[config.mk]
export PLATFORM = sky130hd
export DESIGN_NAME = srlo_readout
export DESIGN_NICKNAME = d
export VERILOG_FILES = /design/src/design/srlo_pkg.sv /design/src/design/srlo_pins_if.sv /design/src/design/srlo_pin_sync.sv /design/src/design/srlo_readout.sv
export SDC_FILE = /design/constraint.sdc
export NUM_CORES = 1
export LEC_CHECK = 0
export BUFFER_PORTS_ARGS = -buffer_cell sky130_fd_sc_hd__buf_2
export CORE_MARGIN = 2
export CORE_UTILIZATION = 51
export CTS_BUF_LIST = sky130_fd_sc_hd__clkbuf_4 sky130_fd_sc_hd__clkbuf_8 sky130_fd_sc_hd__clkbuf_16
export DETAILED_ROUTE_END_ITERATION = 10
export PLACE_DENSITY = 0.75
export SKIP_CTS_REPAIR_TIMING = 1
export SYNTH_ARGS = -nofsm -noshare
export SYNTH_HDL_FRONTEND = slang
export SYNTH_HIERARCHICAL = 1
export SYNTH_SLANG_ARGS = --single-unit
[constraint.sdc]
create_clock -name clk -period 3.69 [get_ports clk]
set_clock_uncertainty 0.05 [all_clocks]
set_input_delay 0.1845 -clock clk [delete_from_list [all_inputs] [get_ports clk]]
set_output_delay 0.1845 -clock clk [all_outputs]
set_load 0.01 [all_outputs]
[src/design/srlo_pkg.sv]
// constants and types for the serial read-out lane block
package srlo_pkg;
   localparam int WORD_W = 22;
   localparam int LANE_N = 4;
   localparam logic [1:0] MODE_DEFAULT = 2'h0;
   localparam logic [1:0] LAUNCH_EARLY = 2'h1;
   localparam logic [1:0] LAUNCH_CLKOUT = 2'h3;
   localparam logic [1:0] LANES_TWO = 2'h2;
   localparam logic [1:0] LANES_FOUR = 2'h3;
   localparam int LAUNCH_LSB = 0;
   localparam int LANES_LSB = 2;
   localparam int RATE_BIT = 4;
   localparam logic [7:0] OCTL_RESET = 8'h00;
   localparam logic [7:0] OCTL_DAISY_STD = 8'h00;
   localparam logic [7:0] OCTL_DAISY_EARLY = 8'h01;
   localparam logic [3:0] LANES_IDLE = 4'h0;
   // sync reset image {sclk, cs_n, sdi}: clock low, chip select idle high
   localparam logic [2:0] PINS_RESET = 3'h2;
   typedef enum logic [1:0] {SRLO_IDLE = 2'b01, SRLO_FRAME = 2'b10} srlo_state_e;
endpackage

[src/design/srlo_pins_if.sv]
// synchronised host pins and their edge strobes
`timescale 1ns/1ps
`default_nettype none
interface srlo_pins_if;
   logic sclk_s;
   logic cs_n_s;
   logic sdi_s;
   logic sclk_rise;
   logic sclk_fall;
   logic cs_fall;
   logic cs_rise;
   modport drv (output sclk_s, cs_n_s, sdi_s, sclk_rise, sclk_fall, cs_fall, cs_rise);
   modport dst (input sclk_s, cs_n_s, sdi_s, sclk_rise, sclk_fall, cs_fall, cs_rise);
endinterface
`default_nettype wire

[src/design/srlo_pin_sync.sv]
// two-stage synchroniser and edge finder for the host pins
`timescale 1ns/1ps
`default_nettype none
module srlo_pin_sync (
   input wire logic clk,
   input wire logic rst_n,
   input wire logic sclk,
   input wire logic cs_n,
   input wire logic sdi,
   srlo_pins_if.drv pins
);
   logic [2:0] meta_r;
   logic [2:0] sync_r;
   logic [2:0] last_r;

   always_ff @(posedge clk) begin
      if (!rst_n) begin
         meta_r <= srlo_pkg::PINS_RESET;
         sync_r <= srlo_pkg::PINS_RESET;
         last_r <= srlo_pkg::PINS_RESET;
      end else begin
         meta_r <= {sclk, cs_n, sdi};
         sync_r <= meta_r;
         last_r <= sync_r;
      end
   end

   assign pins.sclk_s = sync_r[2];
   assign pins.cs_n_s = sync_r[1];
   assign pins.sdi_s = sync_r[0];
   assign pins.sclk_rise = sync_r[2] & ~last_r[2];
   assign pins.sclk_fall = ~sync_r[2] & last_r[2];
   assign pins.cs_fall = ~sync_r[1] & last_r[1];
   assign pins.cs_rise = sync_r[1] & ~last_r[1];
endmodule // srlo_pin_sync
`default_nettype wire

[src/design/srlo_readout.sv]
// serial read-out shifter with lane width, early launch and fill options
`timescale 1ns/1ps
`default_nettype none
module srlo_readout (
   input wire logic clk,
   input wire logic rst_n,
   input wire logic sclk,
   input wire logic cs_n,
   input wire logic sdi,
   input wire logic [21:0] data_word,
   input wire logic [7:0] input_control_reg,
   input wire logic [7:0] output_control_reg,
   output logic [3:0] serial_out_lanes,
   output logic ready_strobe_pin,
   output logic frame_active
);
   // ****************************************
   // decoding
   // ****************************************
   function automatic logic [3:0] lane_bits(input logic [21:0] s, input logic [1:0] cnt);
      logic [3:0] r;
      r = srlo_pkg::LANES_IDLE;
      unique case (cnt)
         srlo_pkg::LANES_TWO: r = {2'h0, s[srlo_pkg::WORD_W-1], s[srlo_pkg::WORD_W-2]};
         srlo_pkg::LANES_FOUR: r = s[srlo_pkg::WORD_W-1 -: 4];
         default: r = {3'h0, s[srlo_pkg::WORD_W-1]};
      endcase
      return r;
   endfunction

   srlo_pins_if pins ();
   srlo_pin_sync u_sync (
      .clk(clk),
      .rst_n(rst_n),
      .sclk(sclk),
      .cs_n(cs_n),
      .sdi(sdi),
      .pins(pins)
   );

   srlo_pkg::srlo_state_e state_r;
   srlo_pkg::srlo_state_e state_nxt;
   logic [1:0] mode_r;
   logic [7:0] octl_r;
   logic [21:0] shreg_r;
   logic [21:0] shreg_nxt;
   logic sdi_cap_r;
   logic first_r;

   wire [1:0] launch_sel = octl_r[srlo_pkg::LAUNCH_LSB +: 2];
   wire [1:0] lane_cnt = octl_r[srlo_pkg::LANES_LSB +: 2];
   wire in_frame = (state_r == srlo_pkg::SRLO_FRAME);
   wire frame_nxt = (state_nxt == srlo_pkg::SRLO_FRAME);
   wire is_clk_out = (launch_sel == srlo_pkg::LAUNCH_CLKOUT);
   wire early = (launch_sel == srlo_pkg::LAUNCH_EARLY) & ~mode_r[0];
   wire launch_rise = mode_r[0] ^ mode_r[1];
   wire launch_edge = launch_rise ? pins.sclk_rise : pins.sclk_fall;
   wire capture_edge = launch_rise ? pins.sclk_fall : pins.sclk_rise;
   wire clk_out_edge = pins.sclk_rise | (octl_r[srlo_pkg::RATE_BIT] & pins.sclk_fall);
   wire launch_ev = is_clk_out ? clk_out_edge : (early ? capture_edge : launch_edge);
   wire skip = first_r & mode_r[0] & ~is_clk_out;
   wire daisy = (octl_r == srlo_pkg::OCTL_DAISY_STD) | (octl_r == srlo_pkg::OCTL_DAISY_EARLY);
   wire fill = daisy & (early ? pins.sdi_s : sdi_cap_r);
   wire do_shift = in_frame & launch_ev & ~skip;
   logic [21:0] shifted;

   // ****************************************
   // shift and lane selection
   // ****************************************
   always_comb begin
      unique case (lane_cnt)
         srlo_pkg::LANES_TWO: shifted = {shreg_r[srlo_pkg::WORD_W-3:0], 2'h0};
         srlo_pkg::LANES_FOUR: shifted = {shreg_r[srlo_pkg::WORD_W-5:0], 4'h0};
         default: shifted = {shreg_r[srlo_pkg::WORD_W-2:0], fill};
      endcase
   end

   assign shreg_nxt = pins.cs_fall ? data_word : (do_shift ? shifted : shreg_r);
   assign state_nxt = pins.cs_fall ? srlo_pkg::SRLO_FRAME : (pins.cs_rise ? srlo_pkg::SRLO_IDLE : state_r);

   // ****************************************
   // registers
   // ****************************************
   always_ff @(posedge clk) begin
      if (!rst_n) begin
         state_r <= srlo_pkg::SRLO_IDLE;
         mode_r <= srlo_pkg::MODE_DEFAULT;
         octl_r <= srlo_pkg::OCTL_RESET;
      end else begin
         state_r <= state_nxt;
         if (pins.cs_rise) begin
            mode_r <= input_control_reg[1:0];
            octl_r <= output_control_reg;
         end
      end
   end

   always_ff @(posedge clk) begin
      if (!rst_n) begin
         shreg_r <= '0;
         sdi_cap_r <= 1'b0;
         first_r <= 1'b0;
      end else begin
         shreg_r <= shreg_nxt;
         if (in_frame & capture_edge)
            sdi_cap_r <= pins.sdi_s;
         first_r <= pins.cs_fall | (first_r & ~(in_frame & launch_ev));
      end
   end

   always_ff @(posedge clk) begin
      if (!rst_n) begin
         serial_out_lanes <= srlo_pkg::LANES_IDLE;
         ready_strobe_pin <= 1'b0;
         frame_active <= 1'b0;
      end else begin
         serial_out_lanes <= frame_nxt ? lane_bits(shreg_nxt, lane_cnt) : srlo_pkg::LANES_IDLE;
         ready_strobe_pin <= frame_nxt & is_clk_out & pins.sclk_s;
         frame_active <= frame_nxt;
      end
   end
endmodule // srlo_readout
`default_nettype wire

# Word-level counts from Yosys, hierarchy flattened
# Index checks and enable logic that the tools add are counted.
[word_totals]
elab_cells = 61
output_inout_bits = 6
register_bits = 51
[classes]
n_reduce_logical = 3
eq_ne = 7
n_bitwise = 27
mux = 11
[op_table]
columns = ["op", "n"]
rows = [
  ["$mux 22", 2],
  ["$pmux 22 s2", 1],
  ["$and 1x1->1", 15],
  ["$eq 2x2->1 const B", 5],
  ["$eq 8x1->1 const B", 1],
  ["$logic_not 8->1", 1],
  ["$not 1->1", 8],
  ["$pmux 4 s2", 1],
  ["$mux 1", 5],
  ["$mux 2", 2],
  ["$or 1x1->1", 3],
  ["$eq 2x1->1 const B", 1],
  ["$reduce_and 2->1", 1],
  ["$reduce_bool 2->1", 1],
  ["$xor 1x1->1", 1],
]

# Depth between registers and ports, before layout
# Gate-level depths: netlist (run 1).
[logic_depth]
ltp_word = 10
ltp_mapped = 8
mapped_depth_nobuf = 7

# Modules after synthesis
# The synthesis (run 1) kept the hierarchy.
[modules_own_cells]
columns = ["mod", "seq_area_each_um2", "instances", "cells_each", "area_each_um2"]
rows = [
  ["srlo_readout", 840.8, 1, 253, 2205.9],
  ["srlo_pin_sync", 160.2, 1, 20, 235.2],
]

# Least setup slack after synthesis (run 1)
# Ideal clock, no wire load.
[synth_timing]
path_type = "register to register"
start = "register u_sync.last_r[2]"
end = "register serial_out_lanes[0]"
stages_incl_launch_ff = 9
synth_period_minus_slack_ns = 1.918
n_path_buf = 1
path_slack_ns = 1.772
t_required_ns = 3.503
arrival_time_ns = 1.731
setup_ns = 0.137
path_cell_list = "dfxtp_1 > nor2b_1 > a21oi_1 > a31oi_1 > o311ai_4 > buf_6 > o211a_1 > o41ai_1 > a31oi_1"
[synth_lines]
columns = ["item", "line_no", "rtl"]
rows = [
  ["start: declaration", "srlo_pin_sync.sv:14", "logic [2:0] last_r;"],
  ["start signal: assignment", "srlo_pin_sync.sv:20", "last_r <= srlo_pkg::PINS_RESET;"],
  ["start signal: assignment", "srlo_pin_sync.sv:24", "last_r <= sync_r;"],
  ["$and 1x1->1 *", "srlo_pin_sync.sv:32", "assign pins.sclk_fall = ~sync_r[2] & last_r[2];"],
  ["named net pins.sclk_fall", "srlo_pins_if.sv:9", "logic sclk_fall;"],
  ["$mux 1 (tied with other cells)", "srlo_readout.sv:57", "wire launch_edge = launch_rise ? pins.sclk_rise : pins.sclk_fall;"],
  ["$mux 1 or $or 1x1->1 (tied branches)", "srlo_readout.sv:60, srlo_readout.sv:59", ""],
  ["$mux 1 *", "srlo_readout.sv:60", "wire launch_ev = is_clk_out ? clk_out_edge : (early ? capture_edge : launch_edge);"],
  ["$and 1x1->1 * (2 in a row)", "srlo_readout.sv:64", "wire do_shift = in_frame & launch_ev & ~skip;"],
  ["$mux 22 * (2 in a row)", "srlo_readout.sv:78", "assign shreg_nxt = pins.cs_fall ? data_word : (do_shift ? shifted : shreg_r);"],
  ["$pmux 4 s2 *", "srlo_readout.sv:23", "unique case (cnt)"],
  ["end signal: assignment", "srlo_readout.sv:113", "serial_out_lanes <= srlo_pkg::LANES_IDLE;"],
  ["end signal: assignment", "srlo_readout.sv:117", "serial_out_lanes <= frame_nxt ? lane_bits(shreg_nxt, lane_cnt) : srlo_pkg::LANES_IDLE;"],
  ["end: declaration", "srlo_readout.sv:13", "output logic [3:0] serial_out_lanes,"],
]
# The timed path passes the listed nets; every way through them passes the cells marked *. The select of a mux whose other input is x is not followed.
# A chain may end at the register's enable or synchronous reset.

# Worst setup path in the final report (run 1)
[layout_timing]
start = "register u_sync.sync_r[2]"
end = "register shreg_r[5]"
[layout_lines]
columns = ["item", "line_no", "rtl"]
rows = [
  ["start: declaration", "srlo_pin_sync.sv:13", "logic [2:0] sync_r;"],
  ["start signal: assignment", "srlo_pin_sync.sv:19", "sync_r <= srlo_pkg::PINS_RESET;"],
  ["start signal: assignment", "srlo_pin_sync.sv:23", "sync_r <= meta_r;"],
  ["$and 1x1->1 *", "srlo_pin_sync.sv:31", "assign pins.sclk_rise = sync_r[2] & ~last_r[2];"],
  ["named net pins.sclk_rise", "srlo_pins_if.sv:8", "logic sclk_rise;"],
  ["$mux 1 (on tied branches)", "srlo_readout.sv:57, srlo_readout.sv:58", ""],
  ["$mux 1", "srlo_readout.sv:60", ""],
  ["$mux 1 *", "srlo_readout.sv:60", ""],
  ["$and 1x1->1 * (2 in a row)", "srlo_readout.sv:64", ""],
  ["$reduce_bool 2->1 (no source line) *", "n/a", ""],
  ["end signal: assignment", "srlo_readout.sv:104", "shreg_r <= shreg_nxt;"],
  ["end: declaration", "srlo_readout.sv:45", "logic [21:0] shreg_r;"],
]
# The timed path passes the listed nets; every way through them passes the cells marked *.

==> results_dict.tcl, run 1 <==
set metrics [dict create \
    status "finished, final reports clean" \
    finalWorstSetupSlack_ns 1.24 \
    antennaDiodeCount 0 \
    leakage_nw 0.946 \
    cts_tree "done" \
    std_cell_rows 25 \
    finalCritPeriodShare 0.664 \
    switching_power_mw 0.261 \
    syn_nets 316 \
    tightest_slew_ns 0.757 \
    cts.clk_slew.worst_paths_ns 0.10 \
    wl_mm 5.31 \
    min_from "sclk" \
    wire_per_inst_um 14.6 \
    cts_max_level 2 \
    relSlewSlack 0.493 \
    synth_area_leader_cell "dfxtp_1" \
    path_buf_inv 0 \
    layout.cells.non_filler 363 \
    hold_depth 2 \
    grt_pass1_vias 1899 \
    dp_cells 354 \
    syn_area_per_cell_um2 8.94 \
    antenna_found_initial 0 \
    hold_path.class "input port to flop" \
    drv_slew 0 \
    worstReg2RegEnd "shreg_r[5]" \
    r2r-start "u_sync/sync_r[2]" \
    setup_viol 0 \
    gp_congestion 0.779 \
    fill_cells 435 \
    yosys-top-cells-area "dfxtp_1, mux2i_1, o211ai_1, a21oi_1, nor2_1" \
    die_area_um2 5360 \
    power_frac_clock 0.337 \
    cts_num_sinks 50 \
    rsz0062_at_grt "false" \
    hpwlAfterDp_mm 3.59 \
    yosysTopAreaCellShare 0.410 \
    cp-start-kind "flop" \
    min_to "u_sync/meta_r[2]" \
    first_iter_violations 115 \
    required_ns 3.88 \
    mappedNetlistArea_um2 2440 \
    power.internal_mw 0.738 \
    grt_pass1_wl_mm 8.83 \
    root_buffer "clkbuf_8" \
    grt_util_all_layers 0.211 \
    max_freq_mhz 408 \
    max_stage_delay_ns 0.64 \
    worst_setup_path_end_kind "flop" \
    clock_latency_ns 0.31 \
    grt_max_degree 37 \
    cts_max_path_buffers 2 \
    slowest_stage "nor3_2" \
    ys_seq_area_frac 0.410 \
    io_pins 49 \
    final_util 0.595 \
    reg2reg_slack_ns 1.24 \
    critPathMostFrequentCell "a21oi_1" \
    layout-drive-gt1-share 0.217 \
    finalPower_mw 0.998 \
    io_buffers 42 \
    path_cells "nor2b_1 > a21oi_1 > a31oi_1 > o311ai_4 > nor3_2 > o211ai_1 > a21oi_1" \
    die_x_um 73.2 \
    pre_cts_ws_ns 1.27 \
    die_h_um 73.2 \
    fin_crit_ns 2.45 \
    switching_share 0.261 \
    grt_overflow 0 \
    cts_buffers 5 \
    syn_to_final_growth_pct 13.5 \
    crit_type "flop to flop" \
    synthCells 273 \
    power_frac_seq 0.574 \
    route.vias.total 2123 \
    reg2reg_depth 7 \
    crit_arrival_ns 2.64 \
    synth.distinct_cells 50 \
    cp_max_fo 14 \
    ir_worst_vdd_mv 0.306 \
    hold_violations 0 \
    core_area_um2 4660 \
    first_pass_iters 4 \
    fin_setup_tns_ns 0 \
    combinationalPowerShare 0.090 \
    via_per_inst 5.85 \
    ys_seq_elements 50 \
    cp_top_family "compound AO/OA/AOI/OAI gates" \
    start_util 0.524 \
    drcViolationCount 0 \
    postRouteAntennaNets 0 \
    power_density_nw_per_um2 360 \
    nets 351 \
    max-cap-violations 0 \
    yosysWarnings 6 \
]
-- state kept, by name (all words and copies together) (netlist names) --
| name | cells |
|---|---|
| sdi_cap_r | 1 |
| octl_r | 8 |
| mode_r | 2 |
| state_r | 2 |
| u_sync/last_r | 2 |
| ready_strobe_pin | 1 |
| shreg_r | 22 |
| frame_active | 1 |
| u_sync/sync_r | 3 |
| u_sync/meta_r | 3 |
| serial_out_lanes | 4 |
| first_r | 1 |
-- worst max-delay path by stage --
stage          slack, ns             endpoint  depth (start not counted)             start
2_1_floorplan       1.77  serial_out_lanes[0]                          8  u_sync/last_r[2]
3_5_place_dp        1.27           shreg_r[5]                          7  u_sync/sync_r[2]
4_1_cts             1.24           shreg_r[5]                          7  u_sync/sync_r[2]
6_report            1.24           shreg_r[5]                          7  u_sync/sync_r[2]
3_3_place_gp        1.39          shreg_r[11]                          7  u_sync/sync_r[2]
5_1_grt             0.93           shreg_r[5]                          7  u_sync/sync_r[2]
-- cell families after synthesis --
group / after synthesis / synth area share
AND/OR/NAND/NOR: 84 / 0.170
XOR/XNOR: 1 / 0.00359
AO/OA/AOI/OAI: 82 / 0.242
buffers and inverters: 25 / 0.0451
flip-flops: 50 / 0.410
multiplexers: 31 / 0.130
-- power groups by stage --
| stage | logic (mW) | clock network, mW | registers (mW) |
|---|---|---|---|
| global placement | 0.0871 | 0 | 0.584 |
| finish | 0.0896 | 0.336 | 0.573 |
| global route | 0.100 | 0.366 | 0.575 |
| floorplan | 0.0589 | 0 | 0.579 |
| CTS | 0.0889 | 0.343 | 0.572 |
| detailed placement | 0.0885 | 0 | 0.585 |
-- layout make-up --
type                            instances  area [um^2]  area share
Multi-Input combinational cell        198         1330       0.481
Clock inverter                          3         25.0     0.00903
Timing Repair Buffer                   48          258      0.0930
Sequential cell                        50         1000       0.361
Inverter                                5         18.8     0.00677
Clock buffer                            5         68.8      0.0248
Tap cell                               54         67.6      0.0244
-- metal layers --
| layer | global-route usage | vias up | part of all wire |
|---|---|---|---|
| met1 | 0.299 | 988 | 0.49 |
| met5 | 0 | - | 0 |
| met2 | 0.320 | 57 | 0.45 |
| li1 | - | 1071 | - |
| met4 | 0.0617 | 0 | 0.011 |
| met3 | 0.0442 | 7 | 0.054 |
-- cell usage in the layout (no fill, tap or decap), drive strengths merged, types with 2 or more instances in the layout --
cell type	count
o311ai	2
a22oi	10
mux2i	29
a211o	2
a311oi	5
a31oi	4
dfxtp	50
nor3	3
a21oi	22
nand2	24
o31ai	2
o211ai	17
and2	6
nand3	2
a2111oi	2
o21ai	9
buf	47
nor4	2
nand2b	7
clkbuf	5
nor2	28
clkinv	2
nor2b	8
inv	5
mux2	2
-- synthesized netlist by cell type, drive strengths merged --
cell	number
a31o	1
a31oi	4
o2111ai	1
nand4	1
xor2	1
a211o	2
nor2b	8
a21oi	22
and2	6
nand3	2
nand2	24
nor4b	1
clkbuf	12
nor2	28
mux2	2
mux2i	29
o211ai	17
o311a	1
o31ai	2
inv	4
o41ai	1
nor3	3
o21ai	9
dfxtp	50
clkinv	1
a311oi	5
o311ai	2
o22ai	1
nand3b	1
a22oi	10
nand2b	7
and3	1
nor4	2
a2111oi	2
o211a	1
buf	8
a21boi	1
-- stage by stage --
step	cell area [um^2]	hold WS (ns)
6_report	2770	0.0233
5_1_grt	2770	0.0108
4_1_cts	2760	-0.00953
3_5_place_dp	2670	0.321
3_3_place_gp	2670	0.314
2_1_floorplan	2440	0.208
(Power assumes the default switching activity.)
==> run 2, diff against run 1 <==
--- a/config.mk
+++ b/config.mk
@@ -5,12 +5,13 @@
 export SDC_FILE = /design/constraint.sdc
 export NUM_CORES = 1
 export LEC_CHECK = 0
+export ABC_AREA = 1
 export BUFFER_PORTS_ARGS = -buffer_cell sky130_fd_sc_hd__buf_2
 export CORE_MARGIN = 2
-export CORE_UTILIZATION = 51
+export CORE_UTILIZATION = 49
 export CTS_BUF_LIST = sky130_fd_sc_hd__clkbuf_4 sky130_fd_sc_hd__clkbuf_8 sky130_fd_sc_hd__clkbuf_16
 export DETAILED_ROUTE_END_ITERATION = 10
-export PLACE_DENSITY = 0.75
+export PLACE_DENSITY = 0.76
 export SKIP_CTS_REPAIR_TIMING = 1
 export SYNTH_ARGS = -nofsm -noshare
 export SYNTH_HDL_FRONTEND = slang
==> constraint.sdc (replaced) <==
create_clock -name clk -period 2.09 [get_ports clk]
set_clock_uncertainty 0.05 [all_clocks]
set_input_delay 0.1045 -clock clk [delete_from_list [all_inputs] [get_ports clk]]
set_output_delay 0.1045 -clock clk [all_outputs]
set_load 0.01 [all_outputs]
==> run 2 against run 1 <==
Compared with the run above:
- non-clock buffer count up 12
- sequential power up 76%
- utilization up 0.21 points
- synthesized cell count up 20%
- first-iteration DRC count up 61%
- critical path type unchanged
- hold slack worse by 0.032 ns
- the run now ends with negative hold slack left
- clock power up 74%
- sequential share of layout area down 0.13 points
- power up 80%
- count of clock-buffer cells in the layout up 2
- sequential cell count unchanged
==> results_dict.tcl, run 2 <==
set metrics [dict create \
    finalInstanceArea_um2 2780 \
    max_stage_delay_ns 0.37 \
    relSlewSlack 0.727 \
    fin_crit_ns 1.82 \
    leakage_nw 1.21 \
    power_frac_clock 0.325 \
    synth_commonest_cells "nand2_1, dfxtp_1, nor2_1" \
    crit_type "flop to flop" \
    via_per_inst 5.40 \
    hold_depth 3 \
    grt_pass1_vias 2151 \
    cts.clk_slew.worst_paths_ns 0.08 \
    cts_max_level 2 \
    synth_flop_cell "dfxtp_1" \
    place_area_um2 2620 \
    highest_layer "met4" \
    clock_latency_ns 0.30 \
    setup_viol 0 \
    min_to "octl_r[0]" \
    worstReg2RegEnd "serial_out_lanes[1]" \
    start_util 0.502 \
    grt_util_all_layers 0.227 \
    nets 421 \
    gp_congestion 0.836 \
    synth_area_leader_cell "dfxtp_1" \
    syn_to_final_growth_pct 18.8 \
    first_pass_iters 4 \
    ir_worst_vdd_mv 0.397 \
    final_cell_mix "nand2_1, dfxtp_1, buf_2, nor2_1, inv_1" \
    finalCritPeriodShare 0.873 \
    synth.distinct_cells 32 \
    reg_top3 "shreg_r: 22 flops, octl_r: 8 flops, serial_out_lanes: 4 flops" \
    cts_max_path_buffers 2 \
    grt_pass1_wl_mm 9.60 \
    core_area_um2 4660 \
    power_density_nw_per_um2 646 \
    cts_tree "done" \
    yosys-top-cells-area "dfxtp_1, nand2_1, nor2_1, a21oi_1, inv_1" \
    largest-register "shreg_r" \
    max-cap-violations 0 \
    die_x_um 73.1 \
    layout-drive-gt1-share 0.203 \
    drcViolationCount 0 \
    reg2reg_depth 11 \
    path_cells "nor2_1 > nand2_2 > nand2_1 > nand3_2 > nand3_4 > nand3_4 > nor2_4 > nand2_1 > nand3_1 > nand2_1 > a21boi_1" \
    slowest_stage "dfxtp_1" \
    switching_share 0.245 \
    die_h_um 73.1 \
    hold_violations 1 \
    io_buffers 42 \
    holdWs_ns -0.00902 \
    max_freq_mhz 548 \
    wl_met3_um 372 \
    syn_nets 370 \
    fin_setup_tns_ns 0 \
    drv_slew 0 \
    met1_length_mm 2.63 \
    synthCells 327 \
    violations "negative hold slack" \
    cts_num_sinks 50 \
    grt_max_degree 27 \
    fill_cells 440 \
    wire_per_inst_um 12.8 \
    cts_buffers 5 \
    first_iter_violations 185 \
    antennaDiodeCount 0 \
    r2r-start "mode_r[0]" \
    rsz0062_at_grt "false" \
    yosysTopAreaCellShare 0.428 \
    path_buf_inv 0 \
    finalPower_mw 1.80 \
    std_cell_rows 25 \
    grt_overflow 0 \
    worst_setup_path_end_kind "flop" \
    required_ns 2.28 \
    crit_arrival_ns 2.01 \
    power.internal_mw 1.36 \
    largest_register_ffs 22 \
    synth_edf_count 0 \
    cp-start-kind "flop" \
    critPathMostFrequentCell "nand2_1" \
    reg2reg_slack_ns 0.27 \
    layout_commonest_cell "nand2_1" \
    io_pins 49 \
    cp_max_fo 12 \
    hpwlAfterDp_mm 3.95 \
    combinationalPowerShare 0.113 \
    root_buffer "clkbuf_8" \
    power_frac_seq 0.562 \
    hold_path.class "input port to flop" \
    status "finished, violations left" \
    postRouteAntennaNets 0 \
    ys_seq_elements 50 \
    wl_met2_mm 2.47 \
    antenna_found_initial 0 \
    async_reset_ff_frac 0 \
    route.vias.total 2339 \
    tightest_slew_ns 0.409 \
    die_area_um2 5350 \
    switching_power_mw 0.440 \
    ys_seq_area_frac 0.428 \
    syn_area_per_cell_um2 7.16 \
    mappedNetlistArea_um2 2340 \
    wl_mm 5.54 \
    yosysWarnings 6 \
    synth.most_common_cell "nand2_1" \
    cp_top_family "simple AND/OR/NAND/NOR gates" \
    min_from "output_control_reg[0]" \
]
-- run 2: changes by cell type in the layout (fill, tap and decap cells not counted), moves of 9 or more --
cell and delta:
a22oi_1 -10, a31oi_1 +13, inv_1 +25, mux2i_1 -29, nand2_1 +51, nand3_1 +10
nor2_1 +9, o211ai_1 -14, o21ai_0 +13, o22ai_1 +15
-- run 2: cells by family after synthesis --
group                  count (synthesis)  share of synthesized area
AO/OA/AOI/OAI                         87                      0.215
flip-flops                            50                      0.428
buffers and inverters                 50                     0.0909
AND/OR/NAND/NOR                      140                      0.266
-- run 2: stage by stage --
| stage | hold WS, ns | setup WS, ns | utilization | std cells |
|---|---|---|---|---|
| 6_report | -0.00902 | 0.265 | 0.597 | 433 |
| 5_1_grt | 0.00852 | 0.0655 | 0.597 | 433 |
| 4_1_cts | -0.0856 | 0.273 | 0.582 | 426 |
| 3_5_place_dp | 0.227 | 0.296 | 0.561 | 418 |
| 3_3_place_gp | 0.224 | 0.353 | 0.561 | 418 |
| 2_1_floorplan | 0.139 | 0.492 | - | 327 |
-- run 2: routing by layer --
layer  vias to the layer above  GRT usage
met5                         -          0
met4                         0     0.0823
li1                       1195          -
met2                        82      0.357
met3                         6     0.0497
met1                      1056      0.306
-- run 2: power groups by stage --
stage | Clock [mW] | Combinational, mW | Sequential, mW
finish | 0.584 | 0.203 | 1.01
global route | 0.632 | 0.231 | 1.02
CTS | 0.598 | 0.192 | 1.01
detailed placement | 0 | 0.192 | 1.03
global placement | 0 | 0.188 | 1.03
floorplan | 0 | 0.129 | 1.03
-- run 2: worst max path at each step --
stage                                      to  cells past startpoint              from  slack [ns]
final                     serial_out_lanes[1]                     11         mode_r[0]        0.27
after global routing      serial_out_lanes[1]                     11         mode_r[0]        0.07
after CTS                 serial_out_lanes[1]                     10  u_sync/sync_r[2]        0.27
after detailed placement  serial_out_lanes[1]                     11         octl_r[1]        0.30
after global placement    serial_out_lanes[1]                     10  u_sync/sync_r[2]        0.35
after floorplan                   shreg_r[15]                     10  u_sync/sync_r[2]        0.49
-- run 2: layout make-up --
cell class              count  area (um^2)  share of cell area
multi-input cells         227         1130               0.405
flip-flops and latches     50         1000               0.360
repair buffers             60          363               0.130
inverters                  34          128              0.0459
clock buffers               7         90.1              0.0324
well taps                  54         67.6              0.0243
clock inverters             1         5.00             0.00180
-- run 2: worst register-to-register path, stage by stage, from the launching register on --
cell,delay [ns]
dfxtp_1,0.37
nor2_1,0.17
nand2_2,0.11
nand2_1,0.09
nand3_2,0.08
nand3_4,0.12
nand3_4,0.14
nor2_4,0.28
nand2_1,0.12
nand3_1,0.08
nand2_1,0.05
a21boi_1,0.12
